$ cat config.mk
export PLATFORM = sky130hd
export DESIGN_NAME = host_pin_roles
export DESIGN_NICKNAME = d
export VERILOG_FILES = /design/src/logic/host_pin_pkg.sv /design/src/logic/pin_sync.sv /design/src/logic/host_pin_roles.sv
export SDC_FILE = /design/constraint.sdc
export NUM_CORES = 1
export LEC_CHECK = 0
export BUFFER_PORTS_ARGS = -buffer_cell sky130_fd_sc_hd__buf_2
export CELL_PAD_IN_SITES_DETAIL_PLACEMENT = 1
export CELL_PAD_IN_SITES_GLOBAL_PLACEMENT = 1
export CORE_UTILIZATION = 34
export CTS_CLUSTER_DIAMETER = 30
export CTS_CLUSTER_SIZE = 14
export DETAILED_ROUTE_END_ITERATION = 8
export GPL_ROUTABILITY_DRIVEN = 0
export PLACE_DENSITY_LB_ADDON = 0.08
export REMOVE_ABC_BUFFERS = 1
export SYNTH_ARGS = -nofsm -noshare
export SYNTH_HDL_FRONTEND = slang
export SYNTH_SLANG_ARGS = --single-unit
$ cat constraint.sdc
create_clock -name core_clk -period 2.1 [get_ports core_clk]
set_input_delay 0.21 -clock core_clk [delete_from_list [all_inputs] [get_ports core_clk]]
set_output_delay 0.21 -clock core_clk [all_outputs]
set_load 0.01 [all_outputs]
$ cat src/logic/host_pin_pkg.sv
// Package of constants for the host port strap and pin role block
// Function
// - In SPI slave mode the device answers only while chip select is low.
// - In SPI master mode chip select is driven during auto-configuration, then turned into an input.
// - The second interface strap is sampled at the rising edge of reset and forms the mode with the first.
// - After reset the first strap pin becomes chip select and the second becomes MISO.
// - In SPI slave mode the device drives read data on MISO during reads.
// - In SPI master mode the device captures EEPROM data from MISO during auto-configuration.
// - In SPI master mode the device drives the serial clock pin to time EEPROM accesses.
// - In I2C slave mode the data pin is the bidirectional SDA line.
// - A high test strap at the rising edge of reset enables factory test mode.
package host_pin_pkg;

  typedef enum logic [1:0] {
    MODE_I2C_SLAVE,
    MODE_SPI_SLAVE,
    MODE_SPI_MASTER,
    MODE_RESERVED
  } host_mode_e;

  // Strap code (high strap, low strap) for each mode
  localparam logic [1:0] CODE_I2C_SLAVE  = 2'h0;
  localparam logic [1:0] CODE_SPI_SLAVE  = 2'h1;
  localparam logic [1:0] CODE_SPI_MASTER = 2'h2;

  localparam int SYNC_STAGES  = 2;
  localparam int CLK_DIV      = 16;
  localparam int BOOT_BYTES   = 4;
  localparam logic [7:0] EEPROM_READ_CMD = 8'h03;
  // Read command byte followed by a 24-bit start address
  localparam int CMD_BITS     = 32;

endpackage : host_pin_pkg

$ cat src/logic/pin_sync.sv
// Two flip-flop synchroniser for pin inputs
`timescale 1ns/1ns
module pin_sync #(
  parameter int WIDTH = 1
) (
  input  wire logic             core_clk,
  input  wire logic             resetn,
  input  wire logic [WIDTH-1:0] async_in,
  output logic      [WIDTH-1:0] sync_out
);
  logic [WIDTH-1:0] meta_q;

  always_ff @(posedge core_clk) begin
    if (!resetn) begin
      meta_q   <= '0;
      sync_out <= '0;
    end else begin
      meta_q   <= async_in;
      sync_out <= meta_q;
    end
  end
endmodule : pin_sync

$ cat src/logic/host_pin_roles.sv
// Strap capture and serial pin roles of the host port
`timescale 1ns/1ns
module host_pin_roles #(
  parameter int DIV   = host_pin_pkg::CLK_DIV,
  parameter int BYTES = host_pin_pkg::BOOT_BYTES
) (
  input  wire logic                     core_clk,
  input  wire logic                     resetn,
  input  wire logic                     strap_low_cs_i,
  output logic                          strap_low_cs_o,
  output logic                          strap_low_cs_oe,
  input  wire logic                     strap_high_miso_i,
  output logic                          strap_high_miso_o,
  output logic                          strap_high_miso_oe,
  input  wire logic                     sclk_i,
  output logic                          sclk_o,
  output logic                          sclk_oe,
  input  wire logic                     sda_i,
  output logic                          sda_o,
  output logic                          sda_oe,
  input  wire logic                     test_strap,
  input  wire logic                     slave_rd_bit,
  input  wire logic                     slave_rd_en,
  input  wire logic                     sda_drive_low,
  output host_pin_pkg::host_mode_e      mode,
  output logic                          test_mode,
  output logic                          boot_done,
  output logic                          boot_valid,
  output logic [7:0]                    boot_byte,
  output logic                          cs_active,
  output logic                          sclk_rise,
  output logic                          mosi_bit
);
  import host_pin_pkg::*;

  // The link clock is split into two equal halves, so DIV must be even
  if (DIV < 2 || DIV % 2 != 0) begin : g_div_check
    $error("DIV must be even and at least 2");
  end
  if (BYTES < 1) begin : g_bytes_check
    $error("BYTES must be at least 1");
  end

  // ------------------------------------------------------------
  // Pin synchronisers
  // ------------------------------------------------------------
  logic [4:0] raw;
  logic [4:0] syn;
  assign raw = {test_strap, sda_i, sclk_i, strap_high_miso_i,
                strap_low_cs_i};
  pin_sync #(.WIDTH(5)) u_sync (
    .core_clk (core_clk),
    .resetn   (resetn),
    .async_in (raw),
    .sync_out (syn)
  );
  logic cs_s, miso_s, sclk_s, sda_s, test_s;
  assign {test_s, sda_s, sclk_s, miso_s, cs_s} = syn;

  // ------------------------------------------------------------
  // Strap capture at reset release
  // ------------------------------------------------------------
  // Synchronised straps need SYNC_STAGES cycles to flush out of reset,
  // so the capture waits that long after the release.
  logic [1:0] rel_cnt_q;
  logic       captured_q;
  always_ff @(posedge core_clk) begin
    if (!resetn) begin
      rel_cnt_q  <= '0;
      captured_q <= 1'b0;
      mode       <= MODE_I2C_SLAVE;
      test_mode  <= 1'b0;
    end else if (!captured_q) begin
      rel_cnt_q <= rel_cnt_q + 2'h1;
      if (rel_cnt_q == 2'(SYNC_STAGES)) begin
        captured_q <= 1'b1;
        test_mode  <= test_s;
        unique case ({miso_s, cs_s})
          CODE_I2C_SLAVE:  mode <= MODE_I2C_SLAVE;
          CODE_SPI_SLAVE:  mode <= MODE_SPI_SLAVE;
          CODE_SPI_MASTER: mode <= MODE_SPI_MASTER;
          default:         mode <= MODE_RESERVED;
        endcase
      end
    end
  end

  // ------------------------------------------------------------
  // SPI slave side and link edge detect
  // ------------------------------------------------------------
  logic sclk_d_q;
  // The delayed copy resets to the idle low level of the link clock, so
  // no false rising edge follows reset
  always_ff @(posedge core_clk) begin
    if (!resetn) begin
      sclk_d_q  <= 1'b0;
      sclk_rise <= 1'b0;
      mosi_bit  <= 1'b0;
    end else begin
      sclk_d_q  <= sclk_s;
      sclk_rise <= sclk_s & ~sclk_d_q & captured_q;
      mosi_bit  <= sda_s;
    end
  end

  always_ff @(posedge core_clk) begin
    if (!resetn) begin
      cs_active <= 1'b0;
    end else begin
      cs_active <= captured_q & (mode == MODE_SPI_SLAVE) & ~cs_s;
    end
  end

  // ------------------------------------------------------------
  // Auto-configuration master: read BYTES from EEPROM at address 0
  // ------------------------------------------------------------
  typedef enum logic [1:0] {BOOT_IDLE, BOOT_XFER, BOOT_END} boot_e;
  boot_e boot_q;
  localparam int TOTAL_BITS = CMD_BITS + 8 * BYTES;
  logic [$clog2(DIV)-1:0]        div_q;
  logic [$clog2(TOTAL_BITS+1)-1:0] bit_q;
  // Command and an all-zero address: the boot image starts at the bottom
  logic [CMD_BITS-1:0] cmd_q;
  logic [7:0]  shift_q;
  logic        tick;
  assign tick = (div_q == ($clog2(DIV))'(DIV/2 - 1));

  always_ff @(posedge core_clk) begin
    if (!resetn || boot_q != BOOT_XFER || tick) div_q <= '0;
    else div_q <= div_q + 1'b1;
  end

  always_ff @(posedge core_clk) begin
    if (!resetn) begin
      boot_q     <= BOOT_IDLE;
      bit_q      <= '0;
      cmd_q      <= '0;
      shift_q    <= '0;
      sclk_o     <= 1'b0;
      boot_done  <= 1'b0;
      boot_valid <= 1'b0;
      boot_byte  <= '0;
    end else begin
      boot_valid <= 1'b0;
      unique case (boot_q)
        BOOT_IDLE: if (captured_q) begin
          if (mode == MODE_SPI_MASTER) begin
            boot_q <= BOOT_XFER;
            cmd_q  <= {EEPROM_READ_CMD, {(CMD_BITS-8){1'b0}}};
          end else begin
            boot_q <= BOOT_END;
          end
        end
        // Shift out on the falling edge and sample on the rising one, so the EEPROM
        // gets DIV/2 - 1 cycles of setup and the synchronised sample DIV/2 - 2
        BOOT_XFER: if (tick) begin
          sclk_o <= ~sclk_o;
          if (sclk_o) begin
            cmd_q <= {cmd_q[CMD_BITS-2:0], 1'b0};
            bit_q <= bit_q + 1'b1;
            if (bit_q == ($bits(bit_q))'(TOTAL_BITS - 1)) boot_q <= BOOT_END;
          end else if (bit_q >= ($bits(bit_q))'(CMD_BITS)) begin
            shift_q <= {shift_q[6:0], miso_s};
            if (bit_q[2:0] == 3'h7) begin
              boot_valid <= 1'b1;
              boot_byte  <= {shift_q[6:0], miso_s};
            end
          end
        end
        BOOT_END: boot_done <= 1'b1;
        default: boot_q <= BOOT_IDLE;
      endcase
    end
  end

  // ------------------------------------------------------------
  // Pin drivers
  // ------------------------------------------------------------
  // Every enable is registered so the pads never see a decode glitch;
  // the price is one cycle of lag behind the boot state
  logic in_boot;
  assign in_boot = (boot_q == BOOT_XFER);

  // Chip select is ours only while the boot read runs
  always_ff @(posedge core_clk) begin
    if (!resetn) begin
      strap_low_cs_o  <= 1'b1;
      strap_low_cs_oe <= 1'b0;
    end else begin
      strap_low_cs_o  <= ~in_boot;
      strap_low_cs_oe <= in_boot;
    end
  end

  // Read data toward the external master, only while it selects us
  always_ff @(posedge core_clk) begin
    if (!resetn) begin
      strap_high_miso_o  <= 1'b0;
      strap_high_miso_oe <= 1'b0;
    end else begin
      strap_high_miso_o  <= slave_rd_bit;
      strap_high_miso_oe <= cs_active & slave_rd_en;
    end
  end

  // The clock pin is an input in every mode but the boot read
  always_ff @(posedge core_clk) begin
    if (!resetn) begin
      sclk_oe <= 1'b0;
    end else begin
      sclk_oe <= in_boot;
    end
  end

  // Data pin: command bits during boot, open drain toward the I2C master
  always_ff @(posedge core_clk) begin
    if (!resetn) begin
      sda_o  <= 1'b0;
      sda_oe <= 1'b0;
    end else begin
      sda_o  <= in_boot ? cmd_q[CMD_BITS-1] : 1'b0;
      sda_oe <= in_boot | (captured_q & (mode == MODE_I2C_SLAVE)
                & sda_drive_low);
    end
  end

endmodule : host_pin_roles

## Yosys cells after proc, flatten, opt, wreduce, memory -nomap -nowiden

Index checks and enable logic that the tools add are counted.

| cells by class | value |
|---|---|
| multipliers | 0 |
| bitwise operators | 17 |
| mux-type cells | 15 |
| eq/ne operators | 16 |
| reduce and logical (&&, ||, !) cells | 16 |
| shift operators | 0 |
| $add $sub $neg | 3 |
| divide/modulo/power cells | 0 |
| $lt $le $gt $ge | 1 |

Operator list:

| kind | number |
|---|---|
| 32-bit 2-to-1 mux | 4 |
| 32-bit case mux with 2 select lines | 1 |
| 5-bit AND reduction | 3 |
| 2-bit case mux with 3 select lines | 2 |
| 2-bit 2-to-1 mux | 5 |
| 1-bit inverter | 9 |
| 2-bit == test, second input constant | 4 |
| 2-bit inequality test, second input constant | 4 |
| 7-bit by 1-bit adder with 7-bit output, second input constant | 1 |
| 1-bit bitwise AND | 7 |
| 7-bit by 6-bit == test with 1-bit output, second input constant | 1 |
| 7-bit by 6-bit >= comparator with 1-bit output, second input constant | 1 |
| 2-bit by 1-bit == test with 1-bit output, second input constant | 3 |
| 2-bit zero test | 3 |
| 2-bit AND reduction | 3 |
| 5-bit OR reduction | 1 |
| 4-bit by 1-bit adder with 4-bit output, second input constant | 1 |
| 4-bit by 3-bit == test with 1-bit output, second input constant | 1 |
| 2-bit by 1-bit inequality test with 1-bit output, second input constant | 2 |
| 4-bit AND reduction | 1 |
| 3-bit == test, second input constant | 1 |
| 1-bit 2-to-1 mux | 3 |
| 3-bit AND reduction | 1 |
| 2-bit by 1-bit adder with 2-bit output, second input constant | 1 |
| other kinds (4) | 5 |

| storage, ports and cells | value |
|---|---|
| RAM bits | 0 |
| logic and storage cells | 93 |
| register bits | 89 |
| bits in read-only memories | 0 |
| bits in latches | 0 |
| memories | 0 |
| input port bits | 10 |

## Longest topological paths before layout

| depth | value |
|---|---|
| word-level depth | 5 |
| gate-level depth with buffers | 5 |

## Cells and area by module

From an unflattened synthesis, not the netlist that was laid out.

| unflattened totals | value |
|---|---|
| cell total of the unflattened synthesis | 245 |
| area, all modules | 2426.1 µm² |

Modules (own cells, without submodules):

| module | times used | cells an instance | area an instance (µm²) |
|---|---|---|---|
| host_pin_roles | 1 | 225 | 2163.3 |
| pin_sync | 1 | 20 | 262.8 |

## Least setup slack after synthesis

No wires, ideal clock.

| timing path | value |
|---|---|
| path type | reg-to-reg |
| start point | reg div_q[0] |
| end point | reg bit_q[5] |
| buffers on the path | 1 |
| data arrival time | 1356 ps |
| cell stages (with the launch flop) | 6 |
| path slack | 672 ps |
| data required time | 2028 ps |
| path through | dfxtp_1 -> ha_1 -> nand3b_4 -> buf_2 -> nor4_2 -> mux2i_1 |

| between the ends | value |
|---|---|
| cells in the longest elaborated chain, start to end | 2 |

RTL lines:

| what | RTL line | text |
|---|---|---|
| from (decl) | host_pin_roles.sv:120 | `logic [$clog2(DIV)-1:0] div_q;` |
| from (signal assigned) | host_pin_roles.sv:130 | `else div_q <= div_q + 1'b1;` |
| 4-bit by 3-bit == test with 1-bit output | host_pin_roles.sv:126 | `assign tick = (div_q == ($clog2(DIV))'(DIV/2 - 1));` |
| 3-bit AND reduction (no line) | -- |  |
| to (signal assigned) | host_pin_roles.sv:160 | `bit_q <= bit_q + 1'b1;` |
| to (decl) | host_pin_roles.sv:121 | `logic [$clog2(TOTAL_BITS+1)-1:0] bit_q;` |

Every way passes these cells.
A chain may end at the register's enable or synchronous reset.

## Worst setup path after layout

| timing path | value |
|---|---|
| start point | reg div_q[0] |
| end point | reg boot_q[1] |

| between the ends | value |
|---|---|
| cells in the longest elaborated chain, start to end | 3 |

RTL lines:

| what | RTL line | text |
|---|---|---|
| 4-bit by 3-bit == test with 1-bit output | host_pin_roles.sv:126 |  |
| 2-bit inequality test (no line) | -- |  |
| 5-bit AND reduction (no line) | -- |  |
| to (signal assigned) | host_pin_roles.sv:135 | `boot_q <= BOOT_IDLE;` |
| to (signal assigned) | host_pin_roles.sv:148 | `boot_q <= BOOT_XFER;` |
| to (signal assigned) | host_pin_roles.sv:151 | `boot_q <= BOOT_END;` |
| to (decl) | host_pin_roles.sv:118 | `boot_e boot_q;` |

Every way passes these cells.

==> impl_metrics.json <==
{
  "grt_antenna_before_repair": 0,
  "use_met3_pct": 4.807,
  "post_cts.resized_instances": 0,
  "drt_pre_antenna_iters": 6,
  "setup.worst_path.end_class": "register",
  "grt_max_degree": 29,
  "synth_area_um2": 2504,
  "fillerInstances": 836,
  "worst-slew-pin-transition_ps": 695.2,
  "detail_route.wirelength_mm": 5.153,
  "cts_buffer_depth": 2,
  "clk_pin_slew_ps": 80,
  "setup_slack_ps": 357.4,
  "post_cts.repair.setup_buffers": 0,
  "vias_per_cell": 4.953,
  "whs_ps": 74.25,
  "drive_above_1_share_pct": 21.18,
  "syn_area_per_cell_um2": 9.935,
  "post-place-ws_ps": 370.1,
  "n_antenna_cell": 0,
  "outcome": "finished clean",
  "final_skew_ps": 6.715,
  "use_met1_pct": 18.76,
  "place.detailed.hpwl_mm": 3.440,
  "grt.busiest_layer": "met2",
  "vias": 1902,
  "setup_total_negative_slack_ps": 0,
  "finalMaxSlewViolations": 0,
  "cp_slowest_stage_delay_ps": 600,
  "hold_violations": 0,
  "layout_overhead_on_the_synthesized_area_pct": 16.69,
  "core.rowCount": 30,
  "drcViolationCount": 0,
  "layout.nets": 297,
  "synthesis.yosys.warnings": 0,
  "grt.met2_usage_pct": 24.67,
  "floorplan.initialDensity_pct": 36.05,
  "chipHeight_um": 87.81,
  "post_dp_cell_area_um2": 2726,
  "clock_latency_on_the_worst_skew_pair_ps": 340,
  "layout.cell_area.non_filler_um2": 2922,
  "grt_pass1_vias": 1873,
  "drt_first_iter_violations": 35,
  "overflow": 0,
  "cp.buffers_inverters": 0,
  "synthDominantAreaCellType": "dfxtp_1",
  "regArea_um2": 1301,
  "cts_root_buffer": "clkbuf_8",
  "ctsHtreeMaxLevel": 3,
  "period_minus_slack_ps": 1743,
  "routedWlPerCell_um": 13.42,
  "detail-route-antenna-nets": 0,
  "vdd_ir_drop_max_mv": 0.4786,
  "timing.critical_path.arrival_ps": 1990,
  "portion_of_synthesized_cell_area_occupied_by_the_leading_cell_type_pct": 51.97,
  "area_of_combinational_cells_with_multiple_inputs_um2": 1095,
  "cts_num_sinks": 65,
  "tritoncts.num_buffers": 9,
  "path_cells": "ha_1 -> nand3b_4 -> or4_1 -> o32ai_1",
  "synthesis.instances": 252,
  "die-width_um": 87.81,
  "maxCapViolations": 0,
  "ys_seq_elements": 65,
  "io_buffers": 33,
  "post_synth_main_area_contributors": "dfxtp_1 52%, mux2i_1 6.0%, nand2_1 4.3%",
  "power_density_nw_per_um2": 876.5,
  "maxClockFrequency_mhz": 573.9,
  "worstSetupPathType": "register to register",
  "grt_first_pass_wirelength_mm": 8.894,
  "pin_count": 34,
  "synth_cell_type_count": 42,
  "cts_tree": "built",
  "seq_area_frac_synth_pct": 51.97,
  "total_power_uw": 2561,
  "core_footprint_um2": 6944,
  "critical_path_required_ps": 2340,
  "cts_hold_buf": 0,
  "unrepaired_setup_endpoints_after_global_routing": "no",
  "critical-path-slowest-cell": "or4_1",
  "maxSlewHeadroom_pct": 53.60,
  "floorplan.die_area_um2": 7711,
  "timing.final.setup_violations": 0,
  "holdCritPathClass": "primary input to register",
  "leakagePower_uw": 0.001151,
  "period_utilization_post_route_pct": 82.98,
  "nature_of_the_critical_path_startpoint": "register",
  "critical_path.top_delay_family": "simple AND/OR/NAND/NOR gates",
  "grt_use_total_pct": 15.18,
  "crit_path_max_fanout": 28
}
==> metal layers <==
metal	share of wire, %	up-vias	routed length [µm]
li1	-	947	-
met1	49	918	2528
met2	46	31	2375
met3	3.3	6	169
met4	1.5	0	79
met5	0	-	0
==> cells by family (layout without fill, tap and decap cells) <==
group | count (synthesis) | in the layout | share of synthesized area [%]
adder cells (fa/ha/maj) | 4 | 4 | 1.999
buffers and inverters | 21 | 57 | 4.298
AND/OR/NAND/NOR | 105 | 105 | 24.59
multiplexers | 15 | 15 | 5.997
AO/OA/AOI/OAI | 40 | 40 | 10.45
flip-flops | 65 | 65 | 51.97
XOR/XNOR | 2 | 2 | 0.6998
==> cell usage in the layout (no fill, tap or decap), types with 2 or more instances in the layout <==
master	count
nand4_1	8
clkinv_2	2
buf_2	33
or3_1	8
dfxtp_1	65
and3b_1	3
or4_1	2
o31ai_1	14
nand3_1	6
a21oi_1	16
nor4_2	2
and3_1	2
nor2_1	13
clkinvlp_4	3
buf_4	4
nand2_1	29
nand2b_1	6
ha_1	4
o21ai_0	4
clkbuf_8	9
nor3_1	2
inv_1	4
mux2i_1	15
and2_1	14
==> synth_stat cells <==
cell type / instances
nor3b_1: 1
mux2i_1: 15
nor2b_1: 1
nand3b_2: 1
and2b_1: 1
and4_4: 1
xor2_1: 1
buf_2: 8
o21ba_2: 1
a21oi_1: 16
nand2b_1: 6
inv_1: 4
nor3_1: 2
clkbuf_1: 5
dfxtp_1: 65
o31ai_1: 14
o311a_1: 1
nand4bb_1: 1
buf_1: 1
nand3_1: 6
o221a_2: 1
o2bb2ai_1: 1
nand2_1: 29
nand3b_4: 1
buf_4: 1
ha_1: 4
xnor2_1: 1
or4_1: 2
and3_1: 2
nor4_2: 2
o32ai_1: 1
and2_1: 14
and3b_1: 3
nor4b_4: 1
nor2_1: 13
or3_1: 8
buf_6: 2
nand4_1: 8
o21bai_1: 1
nor4_1: 1
nor4b_1: 1
o21ai_0: 4
==> flip-flops by register name, indices dropped and copies added, names as in the netlist, 2 cells and up <==
register         count
bit_q                7
boot_byte            8
boot_q               2
cmd_q                8
div_q                4
mode                 2
rel_cnt_q            2
shift_q              7
u_sync.meta_q        5
u_sync.sync_out      5
==> report_power, final <==
| group | switching, µW | total [µW] | leakage [µW] | internal [µW] |
|---|---|---|---|---|
| sequential | 51.6 | 1340 | 0.000527 | 1280 |
| clock | 499 | 1040 | 0.0000912 | 545 |
| combinational | 90.6 | 181 | 0.000532 | 90.9 |
==> worst paths after layout <==
check,startpoint,endpoint,slack (ps),depth (start not counted)
setup / recovery,div_q[0],boot_q[1],360,4
hold / removal,slave_rd_bit,strap_high_miso_o,70,2
setup reg to reg,div_q[0],boot_q[1],360,4
hold reg to reg,u_sync.meta_q[4],u_sync.sync_out[4],440,1
==> through the flow <==
| step | instances | utilization, % |
|---|---|---|
| 2_1_floorplan | 235 | - |
| 3_3_place_gp | 368 | 39.26 |
| 3_5_place_dp | 368 | 39.26 |
| 4_1_cts | 384 | 42.07 |
| 5_1_grt | 384 | 42.07 |
| 6_report | 384 | 42.07 |
==> cell type report <==
| class | count | area share, % |
|---|---|---|
| multi-input combinational | 166 | 37.47 |
| clock inverter | 7 | 2.441 |
| inverter | 4 | 0.5139 |
| tap | 96 | 4.111 |
| sequential | 65 | 44.54 |
| timing repair buffer | 37 | 6.681 |
| clock buffer | 9 | 4.240 |
No activity file was read; power rests on OpenSTA's default activity.
